===== src/sac_pkg.sv =====
package sac_pkg;

    // ******************************************
    // clocking and timing
    // ******************************************
    localparam int          CLK_NS         = 100;
    localparam int          CLK_KHZ        = 10000;
    localparam int          SETUP_NS       = 1425;
    localparam int          CONV_NS        = 21000;
    localparam int          SCLK_MAX_KHZ   = 1100;
    localparam int          SYNC_CYC       = 2;
    // least setup time rounds up
    localparam int          SETUP_CYC_I    = (SETUP_NS + CLK_NS - 1) / CLK_NS;
    localparam logic [7:0]  SETUP_CYC      = 8'(SETUP_CYC_I);
    // device side counts from the detected edge, which lags the pin by the synchroniser
    localparam logic [7:0]  DEV_SETUP_CYC  = 8'(SETUP_CYC_I - SYNC_CYC - 1);
    localparam logic [7:0]  HOST_SETUP_CYC = 8'(SETUP_CYC_I + SYNC_CYC);
    // longest conversion time rounds down
    localparam logic [7:0]  CONV_CYC       = 8'(CONV_NS / CLK_NS);
    localparam logic [2:0]  SCLK_HALF_CYC  =
        3'((CLK_KHZ + 2 * SCLK_MAX_KHZ - 1) / (2 * SCLK_MAX_KHZ));
    localparam logic [7:0]  EOC_MIN_WAIT   = 8'h08;

    // ******************************************
    // frame layout
    // ******************************************
    localparam int          RES_W          = 10;
    localparam int          ADDR_W         = 4;
    localparam int          ANA_W          = 12;
    localparam int          NUM_CH         = 11;
    localparam logic [4:0]  FALL_SAMP      = 5'h03;
    localparam logic [4:0]  FALL_LAST      = 5'h09;
    localparam logic [3:0]  BIT_LAST       = 4'h9;
    localparam logic [2:0]  ADDR_RISES     = 3'h4;
    localparam int          FIFO_DEPTH     = 4;

    // ******************************************
    // analog scale and self-test codes
    // ******************************************
    localparam logic [11:0] REF_LO         = 12'h100;
    localparam logic [11:0] REF_HI         = 12'h4ff;
    localparam logic [11:0] TEST_MID_LVL   = 12'h300;
    localparam logic [9:0]  CODE_ZERO      = 10'h000;
    localparam logic [9:0]  CODE_FULL      = 10'h3ff;
    localparam logic [3:0]  ADDR_TEST_MID  = 4'hb;
    localparam logic [3:0]  ADDR_TEST_LO   = 4'hc;
    localparam logic [3:0]  ADDR_TEST_HI   = 4'hd;
    localparam logic [9:0]  RES_RST        = 10'h000;

endpackage : sac_pkg


===== src/sac_link_if.sv =====
`timescale 1ns/1ps
interface sac_link_if;
    logic sel_n;
    logic sclk;
    logic addr;
    logic dout;
    logic dout_oe;
    logic dout_line;
    logic eoc;

    // undriven data line floats high through a pull-up
    assign dout_line = dout_oe ? dout : 1'b1;

    modport dev (
        input  sel_n,
        input  sclk,
        input  addr,
        output dout,
        output dout_oe,
        output eoc
    );

    modport host (
        output sel_n,
        output sclk,
        output addr,
        input  dout_line,
        input  eoc
    );
endinterface : sac_link_if


===== src/sac_dev.sv =====
`timescale 1ns/1ps
module sac_dev (
    // clock and reset
    input  wire logic                                   core_clk_i,
    input  wire logic                                   rst_n_i,
    // link
    sac_link_if.dev                                     link,
    // analog levels, channel k at [k*12 +: 12]
    input  wire logic [sac_pkg::NUM_CH*sac_pkg::ANA_W-1:0] ana_i,
    // status
    output      logic                                   busy_o,
    output      logic [sac_pkg::RES_W-1:0]              result_o
);
    // ******************************************
    // state
    // ******************************************
    typedef enum logic [3:0] {
        DS_IDLE  = 4'b0001,
        DS_SETUP = 4'b0010,
        DS_SHIFT = 4'b0100,
        DS_CONV  = 4'b1000
    } sac_dev_state_t;

    typedef struct packed {
        sac_dev_state_t              st;
        logic [2:0]                  sel_s;
        logic [2:0]                  sclk_s;
        logic [1:0]                  addr_s;
        logic [7:0]                  cnt;
        logic [4:0]                  nfall;
        logic [2:0]                  nrise;
        logic [sac_pkg::ADDR_W-1:0]  chan;
        logic [sac_pkg::RES_W-1:0]   result;
        logic [sac_pkg::RES_W-1:0]   shreg;
        logic [sac_pkg::ANA_W-1:0]   held;
        logic                        dout;
        logic                        eoc;
        logic                        samp;
    } sac_dev_st_t;

    sac_dev_st_t r;
    sac_dev_st_t n;

    // ******************************************
    // helpers
    // ******************************************
    // one code per level step above the lower reference
    function automatic logic [sac_pkg::RES_W-1:0] sat(
        input logic [sac_pkg::ANA_W-1:0] x
    );
        logic [sac_pkg::ANA_W-1:0] d;
        d = x - sac_pkg::REF_LO;
        if (x <= sac_pkg::REF_LO) begin
            sat = sac_pkg::CODE_ZERO;
        end else if (x >= sac_pkg::REF_HI) begin
            sat = sac_pkg::CODE_FULL;
        end else begin
            sat = d[sac_pkg::RES_W-1:0];
        end
    endfunction : sat

    // unused addresses fall back to the lower reference
    function automatic logic [sac_pkg::ANA_W-1:0] pick(
        input logic [sac_pkg::ADDR_W-1:0]                c,
        input logic [sac_pkg::NUM_CH*sac_pkg::ANA_W-1:0] a
    );
        pick = sac_pkg::REF_LO;
        if (c < 4'(sac_pkg::NUM_CH)) begin
            pick = a[c*sac_pkg::ANA_W +: sac_pkg::ANA_W];
        end else if (c == sac_pkg::ADDR_TEST_MID) begin
            pick = sac_pkg::TEST_MID_LVL;
        end else if (c == sac_pkg::ADDR_TEST_LO) begin
            pick = sac_pkg::REF_LO;
        end else if (c == sac_pkg::ADDR_TEST_HI) begin
            pick = sac_pkg::REF_HI;
        end
    endfunction : pick

    logic sel_low;
    logic sel_fall;
    logic clk_rise;
    logic clk_fall;

    assign sel_low  = ~r.sel_s[1];
    assign sel_fall = ~r.sel_s[1] & r.sel_s[2];
    assign clk_rise = r.sclk_s[1] & ~r.sclk_s[2];
    assign clk_fall = ~r.sclk_s[1] & r.sclk_s[2];

    // ******************************************
    // next state
    // ******************************************
    always_comb begin
        n = r;
        // pin history: only stages two and three feed any logic
        n.sel_s  = {r.sel_s[1:0], link.sel_n};
        n.sclk_s = {r.sclk_s[1:0], link.sclk};
        n.addr_s = {r.addr_s[0], link.addr};
        unique case (r.st)
            DS_IDLE: begin
                // pins are ignored until a select fall
            end
            DS_SETUP: begin
                n.cnt = r.cnt + 8'h01;
                if (r.cnt == sac_pkg::DEV_SETUP_CYC - 8'h01) begin
                    n.st = DS_SHIFT;
                end
            end
            DS_SHIFT: begin
                if (!sel_low) begin
                    n.samp = 1'b0;
                    n.st   = DS_IDLE;
                end else begin
                    // track the channel through the window so the held level is recent
                    if (r.samp) begin
                        n.held = pick(r.chan, ana_i);
                    end
                    if (clk_rise && r.nrise < sac_pkg::ADDR_RISES) begin
                        n.chan  = {r.chan[2:0], r.addr_s[1]};
                        n.nrise = r.nrise + 3'h1;
                    end
                    if (clk_fall) begin
                        n.nfall = r.nfall + 5'h01;
                        n.shreg = {r.shreg[8:0], 1'b0};
                        n.dout  = r.shreg[8];
                        if (r.nfall == sac_pkg::FALL_SAMP) begin
                            n.samp = 1'b1;
                        end
                        if (r.nfall == sac_pkg::FALL_LAST) begin
                            n.samp = 1'b0;
                            n.held = pick(r.chan, ana_i);
                            n.eoc  = 1'b0;
                            n.cnt  = 8'h00;
                            n.st   = DS_CONV;
                        end
                    end
                end
            end
            DS_CONV: begin
                n.cnt = r.cnt + 8'h01;
                // select rising here leaves the conversion running
                // extra clocks of a long transfer keep shifting zeros out
                if (clk_fall && sel_low) begin
                    n.shreg = {r.shreg[8:0], 1'b0};
                    n.dout  = r.shreg[8];
                end
                if (r.cnt == sac_pkg::CONV_CYC - 8'h01) begin
                    n.result = sat(r.held);
                    n.eoc    = 1'b1;
                    n.shreg  = sat(r.held);
                    n.dout   = n.shreg[9];
                    n.nfall  = 5'h00;
                    n.nrise  = 3'h0;
                    n.st     = sel_low ? DS_SHIFT : DS_IDLE;
                end
            end
        endcase
        // a falling select restarts from any state, old result stays put
        if (sel_fall) begin
            n.st    = DS_SETUP;
            n.cnt   = 8'h00;
            n.nfall = 5'h00;
            n.nrise = 3'h0;
            n.samp  = 1'b0;
            n.eoc   = 1'b1;
            n.shreg = r.result;
            n.dout  = r.result[9];
        end
    end

    // history flops reset to the idle pin levels so no false edge follows reset
    always_ff @(posedge core_clk_i or negedge rst_n_i) begin
        if (!rst_n_i) begin
            r        <= '0;
            r.st     <= DS_IDLE;
            r.sel_s  <= 3'h7;
            r.eoc    <= 1'b1;
            r.result <= sac_pkg::RES_RST;
        end else begin
            r <= n;
        end
    end

    // ******************************************
    // outputs
    // ******************************************
    // line stays released through the setup wait, so select noise never drives it
    assign link.dout    = r.dout;
    assign link.dout_oe = sel_low && (r.st != DS_SETUP) && (r.st != DS_IDLE);
    assign link.eoc     = r.eoc;
    assign busy_o       = (r.st == DS_CONV);
    assign result_o     = r.result;
endmodule : sac_dev


===== src/flat_wrapper.sv =====
// flat-port wrapper written by rule: the top's interface ports become plain ports
module sac_dev_flat 
  (core_clk_i, rst_n_i, ana_i, busy_o, result_o, link_sel_n, link_sclk, link_addr, link_dout, link_dout_oe, link_eoc);
  sac_link_if link_i ();
  input  wire logic core_clk_i;
  input  wire logic rst_n_i;
  input  wire logic [sac_pkg::NUM_CH*sac_pkg::ANA_W-1:0] ana_i;
  output      logic busy_o;
  output      logic [sac_pkg::RES_W-1:0] result_o;
  input wire logic [$bits(link_i.sel_n)-1:0] link_sel_n;
  input wire logic [$bits(link_i.sclk)-1:0] link_sclk;
  input wire logic [$bits(link_i.addr)-1:0] link_addr;
  output wire logic [$bits(link_i.dout)-1:0] link_dout;
  output wire logic [$bits(link_i.dout_oe)-1:0] link_dout_oe;
  output wire logic [$bits(link_i.eoc)-1:0] link_eoc;
  assign link_i.sel_n = link_sel_n;
  assign link_i.sclk = link_sclk;
  assign link_i.addr = link_addr;
  assign link_dout = link_i.dout;
  assign link_dout_oe = link_i.dout_oe;
  assign link_eoc = link_i.eoc;
  sac_dev u_core (.core_clk_i(core_clk_i), .rst_n_i(rst_n_i), .link(link_i), .ana_i(ana_i), .busy_o(busy_o), .result_o(result_o));
endmodule

===== config.mk =====
export PLATFORM = sky130hd
export DESIGN_NAME = sac_dev_flat
export DESIGN_NICKNAME = d
export VERILOG_FILES = /design/src/sac_pkg.sv /design/src/sac_link_if.sv /design/src/sac_dev.sv /design/src/flat_wrapper.sv
export SDC_FILE = /design/constraint.sdc
export NUM_CORES = 1
export LEC_CHECK = 0
export BUFFER_PORTS_ARGS = -buffer_cell sky130_fd_sc_hd__buf_2
export CORE_MARGIN = 8
export CORE_UTILIZATION = 55
export DETAILED_ROUTE_END_ITERATION = 10
export HOLD_SLACK_MARGIN = 0.12
export PLACE_DENSITY = 0.93
export RECOVER_POWER = 100
export SLEW_MARGIN = 20
export SYNTH_ARGS = -nofsm -noshare
export SYNTH_HDL_FRONTEND = slang
export SYNTH_SLANG_ARGS = --single-unit
export TNS_END_PERCENT = 30

===== constraint.sdc =====
create_clock -name core_clk_i -period 5.9 [get_ports core_clk_i]
set_input_delay 1.18 -clock core_clk_i [delete_from_list [all_inputs] [get_ports core_clk_i]]
set_output_delay 1.18 -clock core_clk_i [all_outputs]
set_load 0.02 [all_outputs]

* Yosys cells after proc, flatten, opt, wreduce, memory -nomap -nowiden
Index checks and enable logic that the tools add are counted.
Storage, ports and cells: bits in registers 66, input port bits 137, output and inout port bits 14, logic and storage cells 110
Cells by class: add/sub/neg operators 4, multipliers 1, magnitude comparators 4, equality and inequality tests 21, shift-type cells 1, mux-type cells 38, bitwise operators 6, reduce and logical (&&, ||, !) cells 21
Operators with widths (number):
- variable part select 132 x 9 -> 12 bit | 1
- 2-to-1 mux 12 bit | 4
- one-hot mux 8 bit (2 select lines) | 2
- 2-to-1 mux 9 bit | 3
- 2-to-1 mux 24 bit | 1
- 2-to-1 mux 4 bit | 6
- 2-to-1 mux 23 bit | 1
- 2-to-1 mux 11 bit | 2
- 2-to-1 mux 10 bit | 2
- 2-to-1 mux 20 bit | 1
- one-hot mux 9 bit (2 select lines) | 1
- == test 4 bit, second input constant | 4
- 2-to-1 mux 16 bit | 1
- 2-to-1 mux 8 bit | 2
- inequality test 4 x 1 -> 1 bit, second input constant | 4
- AND reduction 4 bit | 4
- inequality test 3 x 1 -> 1 bit, second input constant | 5
- 2-to-1 mux 13 bit | 1
- greater-or-equal comparator 12 x 11 -> 1 bit, second input constant | 1
- <= comparator 12 x 9 -> 1 bit, second input constant | 1
- one-hot mux 4 bit (3 select lines) | 1
- AND reduction 5 bit | 2
- subtractor 10 x 9 -> 10 bit, second input constant | 1
- nonzero test 3 bit | 3
- other kinds (27) | 42

* Depth between registers and ports, before layout
Gate-level depths: netlist (run 1).
word-level depth 11, gate-level depth with buffers 8, gate-level depth less buffers 7

* Worst setup path after synthesis (run 1)
OpenSTA, ideal clock, no wires.
path type flip-flop to output port, from register u_core.r[64] (netlist bit), to output busy_o, data arrival time 1155 ps, data required time 4720 ps, path slack 3565 ps, cell stages (with the launch flop) 4, cell sequence dfrtp_1 > buf_6 > or4b_4 > clkinv_4
On the way: longest elaborated chain between the ends 1
RTL lines:
- start: declaration | RTL line sac_dev.sv:41 | sac_dev_st_t r;
- start signal: assignment | RTL line sac_dev.sv:179 | r <= n;
- == test 4 bit | RTL line sac_dev.sv:190 | assign busy_o = (r.st == DS_CONV);
- end: declaration | RTL line flat_wrapper.sv:8 | output logic busy_o;
No other way between the ends.

* Final worst setup path (run 1)
from register u_core.r[64] (netlist bit), to register u_core.r[17] (netlist bit)
On the way: longest elaborated chain between the ends 3, elaborated cells between the ends (all ways) 9
RTL lines:
- == test 4 bit / == test 4 x 3 -> 1 bit (equally long branches) | RTL line sac_dev.sv:98 | unique case (r.st)
- inequality test 4 x 1 -> 1 bit (no line), or another cell as far along
- AND reduction 4 bit (no line) / 2-to-1 mux 9 bit (equally long branches)
Parallel ways exist; a longest one is shown, timed or not. A chain may end at the register's enable or synchronous reset.

==> results_dict.tcl, run 1 <==
set metrics [dict create \
    ys_seq_elements 66 \
    start_util_pct 56.8 \
    whs_ps 354 \
    drt_first_iter_violations 245 \
    fin_crit_sh_pct 67.3 \
    hold_violations 0 \
    setup_slack_ps 1930 \
    dieArea_mm2 0.0111 \
    yosys-top-cells-count "dfrtp_1 (61), nor2_1 (47), nand2_1 (39)" \
    port_buffers 150 \
    crit_fanout 28 \
    yosysUniqueCellTypes 64 \
    h-tree-depth 3 \
    critPathTopFamily "compound AO/OA/AOI/OAI gates" \
    maxCapViolations 2 \
    cp-start-kind "register" \
    nFillCells 599 \
    area_delta_synth_final_pct 19.1 \
    post_cts_buffers 0 \
    via_count 4111 \
    setup_viol 0 \
    yosysSeqAreaShare_pct 37.6 \
    grt_max_degree 67 \
    syn_inst 443 \
    rows 32 \
    grt_pass1_wl_um 20300 \
    cts.sinks 66 \
    grt_pass1_vias 4247 \
    clock-root-buffer "clkbuf_8" \
    status "complete, but fails checks" \
    vdd_drop_max_v 0.000173 \
    p_per_area_mw_per_mm2 325 \
    place_ws_ps 3340 \
    layout-drive-gt1-share_pct 34.3 \
    dp_hpwl_um 9950 \
    nets 711 \
    max_freq_ghz 0.252 \
    synth_warnings 0 \
    cts_tree "yes" \
    worst_pin_slew_ps 1820 \
    worstPathRequired_ps 6140 \
    clk_pin_slew_worst_paths_ps 70 \
    cts_buffers 9 \
    crit_type "register to register" \
    yosysTopAreaCell "dfrtp_1" \
    hold_path.class "register to register" \
    drc 0 \
    crit_path_end_kind "register" \
    slew_violations 58 \
    first_pass_iters 5 \
    rsz0062_at_grt "false" \
    path_buf_inv 1 \
    synth_top_area_share_pct 34.6 \
    wl_per_cell_um 19.0 \
    worstPathArrival_ps 4210 \
    clock_path_buffers 2 \
    fp.coreArea_mm2 0.00777 \
    viasPerCell 6.08 \
    p_leak_nw 2.32 \
    violations "capacitance limit, slew limit" \
    gp_congestion 0.865 \
    skew_ps 10.2 \
    cts-resized-gates 0 \
    hold_buffers 0 \
    antenna_left 0 \
    synth_area_mm2 0.00441 \
    grt_overflow 0 \
    yosysMostFrequentCell "dfrtp_1" \
    critical_path.slowest_cell "o21ai_0" \
    synth_area_leaders "dfrtp_1 (35%), mux4_2 (12%), nor2_1 (4.0%)" \
    drt-total-wl_um 12800 \
    io_pins 151 \
    synth_nets 588 \
    multi_input_area_mm2 0.00247 \
    chipHeight_um 106 \
    ys.flop_type "dfrtp_1" \
    period_minus_slack_ps 3970 \
    crit_chain "or4b_1, clkinvlp_2, nand4_1, o21ai_0, o311ai_0, o21a_1" \
    grt_usage_pct 22.4 \
    tns_ps 0 \
    ys_async_sr_fraction_pct 100 \
    regArea_mm2 0.00166 \
    synth-edff-count 0 \
    cpPeakStageDelay_ps 1070 \
    clkLatencyLatePin_ps 340 \
    antenna_found_initial 2 \
    fp.dieW_um 106 \
    syn_area_per_cell_um2 9.96 \
    relSlewSlack_pct -21.6 \
]
[state kept, by name, indices dropped and copies added (netlist names)]
register and count:
u_core.link.dout 1, u_core.link.eoc 1, u_core.n 5, u_core.r 49, u_core.result_o 10
[logic make-up (layout without fill, tap and decap cells)]
family / Yosys count / count (layout) / share of synthesized area [%]
compound gates: 120 / 120 / 18.9
xor+xnor: 5 / 5 / 0.993
simple gates: 148 / 148 / 17.0
fa+ha+maj: 8 / 8 / 2.27
buf+inv: 49 / 177 / 5.59
other cells: 0 / 3 / 0
flops: 66 / 66 / 37.6
mux: 47 / 47 / 17.7
[routing by layer]
| layer | GRT usage, % | vias up | share of wire, % |
|---|---|---|---|
| li1 | - | 1893 | - |
| met1 | 25.7 | 1967 | 38 |
| met2 | 37.8 | 218 | 51 |
| met3 | 4.99 | 33 | 7.7 |
| met4 | 13.2 | 0 | 3.8 |
| met5 | 0 | - | 0 |
[placed cells by master, fill, tap and decap left out, types with 4 or more instances in the layout]
master and count:
a211oi_1 11, a21oi_1 21, a31oi_1 7, and2_1 10, buf_2 136, clkbuf_1 16
clkbuf_8 12, dfrtp_1 60, dfstp_2 4, ha_1 8, inv_1 8, mux2_2 8
mux2i_1 15, mux4_2 24, nand2_1 40, nand2b_1 4, nand3_1 7, nor2_1 47
nor2b_1 7, nor3_1 5, o211ai_1 5, o21a_1 7, o21ai_0 28, o22ai_1 4
o311ai_0 4, o31ai_1 10, o32a_1 9, or3_1 7
[where the power goes]
part	internal [W]	leakage, nW	switching (W)
registers	0.000530	0.843	0.000180
logic	0.000333	1.37	0.000269
clock network	0.000230	0.107	0.000165
[metrics by stage]
step | util [%] | power, W | area, µm² | cells
6_report | 67.6 | 0.00171 | 5250 | 676
5_1_grt | 67.6 | 0.00181 | 5250 | 675
4_1_cts | 68.3 | 0.00171 | 5310 | 673
3_5_place_dp | 65.7 | 0.00132 | 5100 | 657
3_3_place_gp | 65.7 | 0.00127 | 5100 | 657
2_1_floorplan | - | 0.00115 | 4410 | 443
[area by class of cell]
cell class / instances / share of cell area [%]
Clock inverter: 2 / 0.667
Inverter: 9 / 0.667
Multi-Input combinational cell: 328 / 47.0
Tap cell: 102 / 2.43
Antenna cell: 3 / 0.143
Clock buffer: 14 / 3.29
Sequential cell: 66 / 31.6
Timing Repair Buffer: 152 / 14.2
[worst paths after layout]
kind,startpoint,end,slack (ps),cells after the start
max in group asynchronous,rst_n_i,u_core.r[36],4310,2
worst max register to register,u_core.r[64],u_core.r[17],1930,6
worst min-delay path,u_core.n[56],u_core.r[56],350,0
min in group asynchronous,rst_n_i,u_core.n[56],1020,2
worst min register to register,u_core.n[56],u_core.r[56],350,0
worst max-delay path,u_core.r[64],u_core.r[17],1930,6
Power figures use the tool's default switching activity.
==> run 2, diff against run 1 <==
--- a/config.mk
+++ b/config.mk
@@ -7,10 +7,10 @@
 export LEC_CHECK = 0
 export BUFFER_PORTS_ARGS = -buffer_cell sky130_fd_sc_hd__buf_2
 export CORE_MARGIN = 8
-export CORE_UTILIZATION = 55
+export CORE_UTILIZATION = 51
 export DETAILED_ROUTE_END_ITERATION = 10
 export HOLD_SLACK_MARGIN = 0.12
-export PLACE_DENSITY = 0.93
+export PLACE_DENSITY = 0.88
 export RECOVER_POWER = 100
 export SLEW_MARGIN = 20
 export SYNTH_ARGS = -nofsm -noshare
==> constraint.sdc (replaced) <==
create_clock -name core_clk_i -period 3.7 [get_ports core_clk_i]
set_input_delay 0.74 -clock core_clk_i [delete_from_list [all_inputs] [get_ports core_clk_i]]
set_output_delay 0.74 -clock core_clk_i [all_outputs]
set_load 0.02 [all_outputs]
==> results_dict.tcl, run 2 (synthesized netlist as in run 1, its figures left out) <==
set metrics [dict create \
    status "complete, but fails checks" \
    violations "capacitance limit, slew limit" \
    cts_buffers 9 \
    h-tree-depth 3 \
    cts.sinks 66 \
    nFillCells 716 \
    chipHeight_um 109 \
    max_freq_ghz 0.338 \
    period_minus_slack_ps 2960 \
    dp_hpwl_um 10000 \
    worstPathRequired_ps 3950 \
    area_delta_synth_final_pct 19.9 \
    clk_pin_slew_worst_paths_ps 70 \
    cts_tree "yes" \
    first_pass_iters 5 \
    start_util_pct 51.6 \
    port_buffers 150 \
    worstHoldEndpoint "u_core.r[56]" \
    drt_first_iter_violations 269 \
    worstPathArrival_ps 3210 \
    hold_violations 0 \
    grt_max_degree 42 \
    rsz0062_at_grt "false" \
    antenna_found_initial 0 \
    crit_path_end_kind "register" \
    maxCapViolations 2 \
    final_cell_mix "buf_2 (136), dfrtp_1 (60), nor2_1 (47)" \
    antenna_left 0 \
    tns_ps 0 \
    worst_pin_slew_ps 1880 \
    clkLatencyLatePin_ps 350 \
    relSlewSlack_pct -25.0 \
    stdcell_count 680 \
    setup_viol 0 \
    r2r_start "u_core.r[64]" \
    fp.coreArea_mm2 0.00855 \
    drt-total-wl_um 12600 \
    cts-resized-gates 0 \
    via_count 4031 \
    rrSetupSlack_ps 740 \
    largest_reg_flops 49 \
    layout-drive-gt1-share_pct 35.1 \
    crit_type "register to register" \
    fp.dieW_um 109 \
    gp_congestion 0.883 \
    p_per_area_mw_per_mm2 509 \
    clock_path_buffers 2 \
    dieArea_mm2 0.0119 \
    grt_usage_pct 21.5 \
    fin_crit_sh_pct 80.0 \
    grt_pass1_wl_um 20100 \
    vdd_drop_max_v 0.000253 \
    skew_ps 7.63 \
    holdPathStages 0 \
    setup_slack_ps 741 \
    wl_per_cell_um 18.5 \
    place_inst 664 \
    drc 0 \
    reg2reg_to "u_core.r[19]" \
    clock-root-buffer "clkbuf_8" \
    largest_register "u_core.r" \
    rows 34 \
    reg2regPathDepth 6 \
    power.total_w 0.00269 \
    cp-start-kind "register" \
    grt_pass1_vias 4208 \
    hold_path.class "register to register" \
    p_leak_nw 2.33 \
    post_cts_buffers 0 \
    hold_buffers 0 \
    crit_fanout 28 \
    layout_commonest_cell "buf_2" \
    nets 712 \
    antennaDiodeCount 0 \
    place_ws_ps 1290 \
    grt_overflow 0 \
    worstHoldStart "u_core.n[56]" \
    slew_violations 70 \
    io_pins 151 \
    viasPerCell 5.93 \
]
[run 2: critical path, stage by stage (launching register included)]
cell and delay [ps]:
dfrtp_1 470, or4b_1 650, clkinvlp_2 220, nand4_4 350, o21ai_1 690, o311ai_0 290
o21a_1 180
[run 2: area by class of cell]
| type | count | area, µm² | share of cell area (%) |
|---|---|---|---|
| clock buffer | 11 | 141 | 2.67 |
| clock inverter | 5 | 53.8 | 1.02 |
| inverter | 9 | 35.0 | 0.662 |
| multi-input combinational | 328 | 2500 | 47.2 |
| sequential | 66 | 1660 | 31.4 |
| tap | 108 | 135 | 2.55 |
| timing repair buffer | 153 | 768 | 14.5 |
[run 2: where the power goes]
part / switching [W] / total [W] / internal [W]
combinational: 0.000440 / 0.000976 / 0.000536
sequential: 0.000263 / 0.00111 / 0.000846
clock: 0.000282 / 0.000610 / 0.000327
total: 0.000985 / 0.00269 / 0.00171
[run 2: routing by layer]
metal | global-route usage (%) | vias up | share of wire [%]
li1 | - | 1903 | -
met1 | 24.6 | 1928 | 39
met2 | 38.3 | 185 | 53
met3 | 5.73 | 15 | 7.1
met4 | 6.26 | 0 | 1.4
met5 | 0 | - | 0
[run 2: how the worst max path moves through the flow]
stage | from | end | slack [ps] | depth (start not counted)
after global routing | u_core.r[64] | u_core.r[19] | 530 | 6
after detailed placement | u_core.r[43] | u_core.r[6] | 1290 | 7
after floorplan | u_core.r[64] | u_core.r[16] | 1620 | 7
after global placement | u_core.r[64] | u_core.r[19] | 1390 | 6
after CTS | u_core.r[64] | busy_o | 1230 | 3
final | u_core.r[64] | u_core.r[19] | 740 | 6
[run 2: metrics by stage]
step	utilization (%)	hold WS, ps	instance area, µm²
floorplan	-	331	4410
global placement	60.0	336	5130
detailed placement	60.0	341	5130
CTS	62.2	358	5320
global route	61.9	362	5290
finish	61.9	361	5290
==> run 3, diff against run 2 <==
==> constraint.sdc (replaced) <==
create_clock -name core_clk_i -period 3.1 [get_ports core_clk_i]
set_input_delay 0.62 -clock core_clk_i [delete_from_list [all_inputs] [get_ports core_clk_i]]
set_output_delay 0.62 -clock core_clk_i [all_outputs]
set_load 0.02 [all_outputs]
==> results_dict.tcl, run 3 (synthesized netlist as in run 1, its figures left out) <==
set metrics [dict create \
    clkLatencyLatePin_ps 360 \
    rsz0062_at_grt "false" \
    final_cell_mix "buf_2 (135), dfrtp_1 (59), nor2_1 (47)" \
    pwr-share-comb_pct 36.9 \
    fp.dieW_um 109 \
    wl_per_cell_um 18.3 \
    cts-resized-gates 0 \
    crit_type "register to register" \
    viasPerCell 5.90 \
    drt-total-wl_um 12500 \
    skew_ps 6.77 \
    p_per_area_mw_per_mm2 607 \
    relSlewSlack_pct 8.99 \
    first_pass_iters 6 \
    cp-start-kind "register" \
    dp_hpwl_um 10000 \
    switching_power_w 0.00119 \
    start_util_pct 51.6 \
    worstHoldEndpoint "u_core.n[61]" \
    grt_pass1_vias 4343 \
    slew_violations 0 \
    nets 715 \
    via_count 4027 \
    cts.sinks 66 \
    layout_commonest_cell "buf_2" \
    port_buffers 150 \
    power.total_w 0.00322 \
    p_int_w 0.00203 \
    status "complete, no violations" \
    hold_buffers 0 \
    rrSetupSlack_ps 440 \
    hold_path.class "input port to register" \
    grt_usage_pct 21.8 \
    rows 34 \
    io_pins 151 \
    antenna_left 0 \
    seqPwrFrac_pct 40.3 \
    crit_fanout 28 \
    holdPathStages 1 \
    drt_first_iter_violations 209 \
    clock_path_buffers 2 \
    largest_reg_flops 49 \
    worst_pin_slew_ps 1370 \
    period_minus_slack_ps 2660 \
    maxCapViolations 0 \
    largest_register "u_core.r" \
    tns_ps 0 \
    hold_violations 0 \
    setup_viol 0 \
    vdd_drop_max_v 0.000349 \
    post_cts_buffers 0 \
    placed_cell_area_mm2 0.00515 \
    clock-root-buffer "clkbuf_8" \
    switching_share_pct 36.9 \
    area_delta_synth_final_pct 20.1 \
    cts_tree "yes" \
    clk_pin_slew_worst_paths_ps 70 \
    gp_congestion 0.861 \
    antennaDiodeCount 0 \
    cts_buffers 9 \
    chipHeight_um 109 \
    crit_path_end_kind "register" \
    worstPathArrival_ps 2910 \
    grt_overflow 0 \
    worstPathRequired_ps 3350 \
    reg2reg_to "u_core.r[19]" \
    fp.coreArea_mm2 0.00855 \
    dieArea_mm2 0.0119 \
    drc 0 \
    h-tree-depth 3 \
    r2r_start "u_core.r[64]" \
    max_freq_ghz 0.375 \
    grt_pass1_wl_um 20400 \
    stdcell_area_mm2 0.00530 \
    reg2regPathDepth 6 \
    grt_max_degree 42 \
    layout-drive-gt1-share_pct 35.5 \
    p_leak_nw 2.33 \
    antenna_found_initial 0 \
    worstHoldStart "link_sel_n" \
    fin_crit_sh_pct 85.9 \
    power.share.clock_pct 22.7 \
]
-- run 3: changes by cell type in the layout (fill, tap and decap cells not counted), moves of 2 or more --
cell        delta
inv_6          +2
clkinv_2       -2
clkinvlp_4     +2
buf_4          +3
-- run 3: critical path, cell delays in order, from the launching register on --
cell,delay (ps)
dfrtp_1,460
or4b_1,660
clkinvlp_2,240
nand4_4,360
o21ai_2,400
o311ai_0,270
o21a_1,160
-- run 3: stage by stage --
| stage | util [%] | hold slack [ps] | cells | worst slack [ps] |
|---|---|---|---|---|
| after floorplan | - | 324 | 443 | 1020 |
| after global placement | 60.2 | 336 | 667 | 775 |
| after detailed placement | 60.2 | 336 | 667 | 663 |
| after CTS | 62.6 | 280 | 683 | 648 |
| after global routing | 62.0 | 344 | 683 | 255 |
| final | 62.0 | 358 | 683 | 436 |
-- run 3: routing by layer --
layer,global-route usage (%),routed length [µm],up-vias
li1,-,-,1903
met1,24.3,4690,1920
met2,38.4,6590,182
met3,7.45,972,22
met4,6.94,229,0
met5,0,0,-
-- run 3: power by group through the flow --
stage | Combinational (W) | Sequential, W | Clock, W
final | 0.00119 | 0.00130 | 0.000731
after global routing | 0.00132 | 0.00134 | 0.000775
after floorplan | 0.00106 | 0.00113 | 0
after global placement | 0.00115 | 0.00129 | 0
after CTS | 0.00120 | 0.00129 | 0.000742
after detailed placement | 0.00119 | 0.00131 | 0
-- run 3: layout make-up --
type / count / area (µm²)
Fill cell: 722 / 3250
Multi-Input combinational cell: 328 / 2490
Sequential cell: 66 / 1660
Timing Repair Buffer: 156 / 774
Tap cell: 108 / 135
Clock buffer: 9 / 124
Clock inverter: 7 / 76.3
Inverter: 9 / 35.0
-- run 3: worst max-delay path by stage --
| stage | slack [ps] | to | start |
|---|---|---|---|
| 2_1_floorplan | 1020 | u_core.r[16] | u_core.r[64] |
| 3_3_place_gp | 780 | u_core.r[19] | u_core.r[64] |
| 3_5_place_dp | 660 | u_core.r[19] | u_core.r[64] |
| 4_1_cts | 650 | u_core.r[19] | u_core.r[64] |
| 5_1_grt | 250 | u_core.r[17] | u_core.r[64] |
| 6_report | 440 | u_core.r[19] | u_core.r[64] |
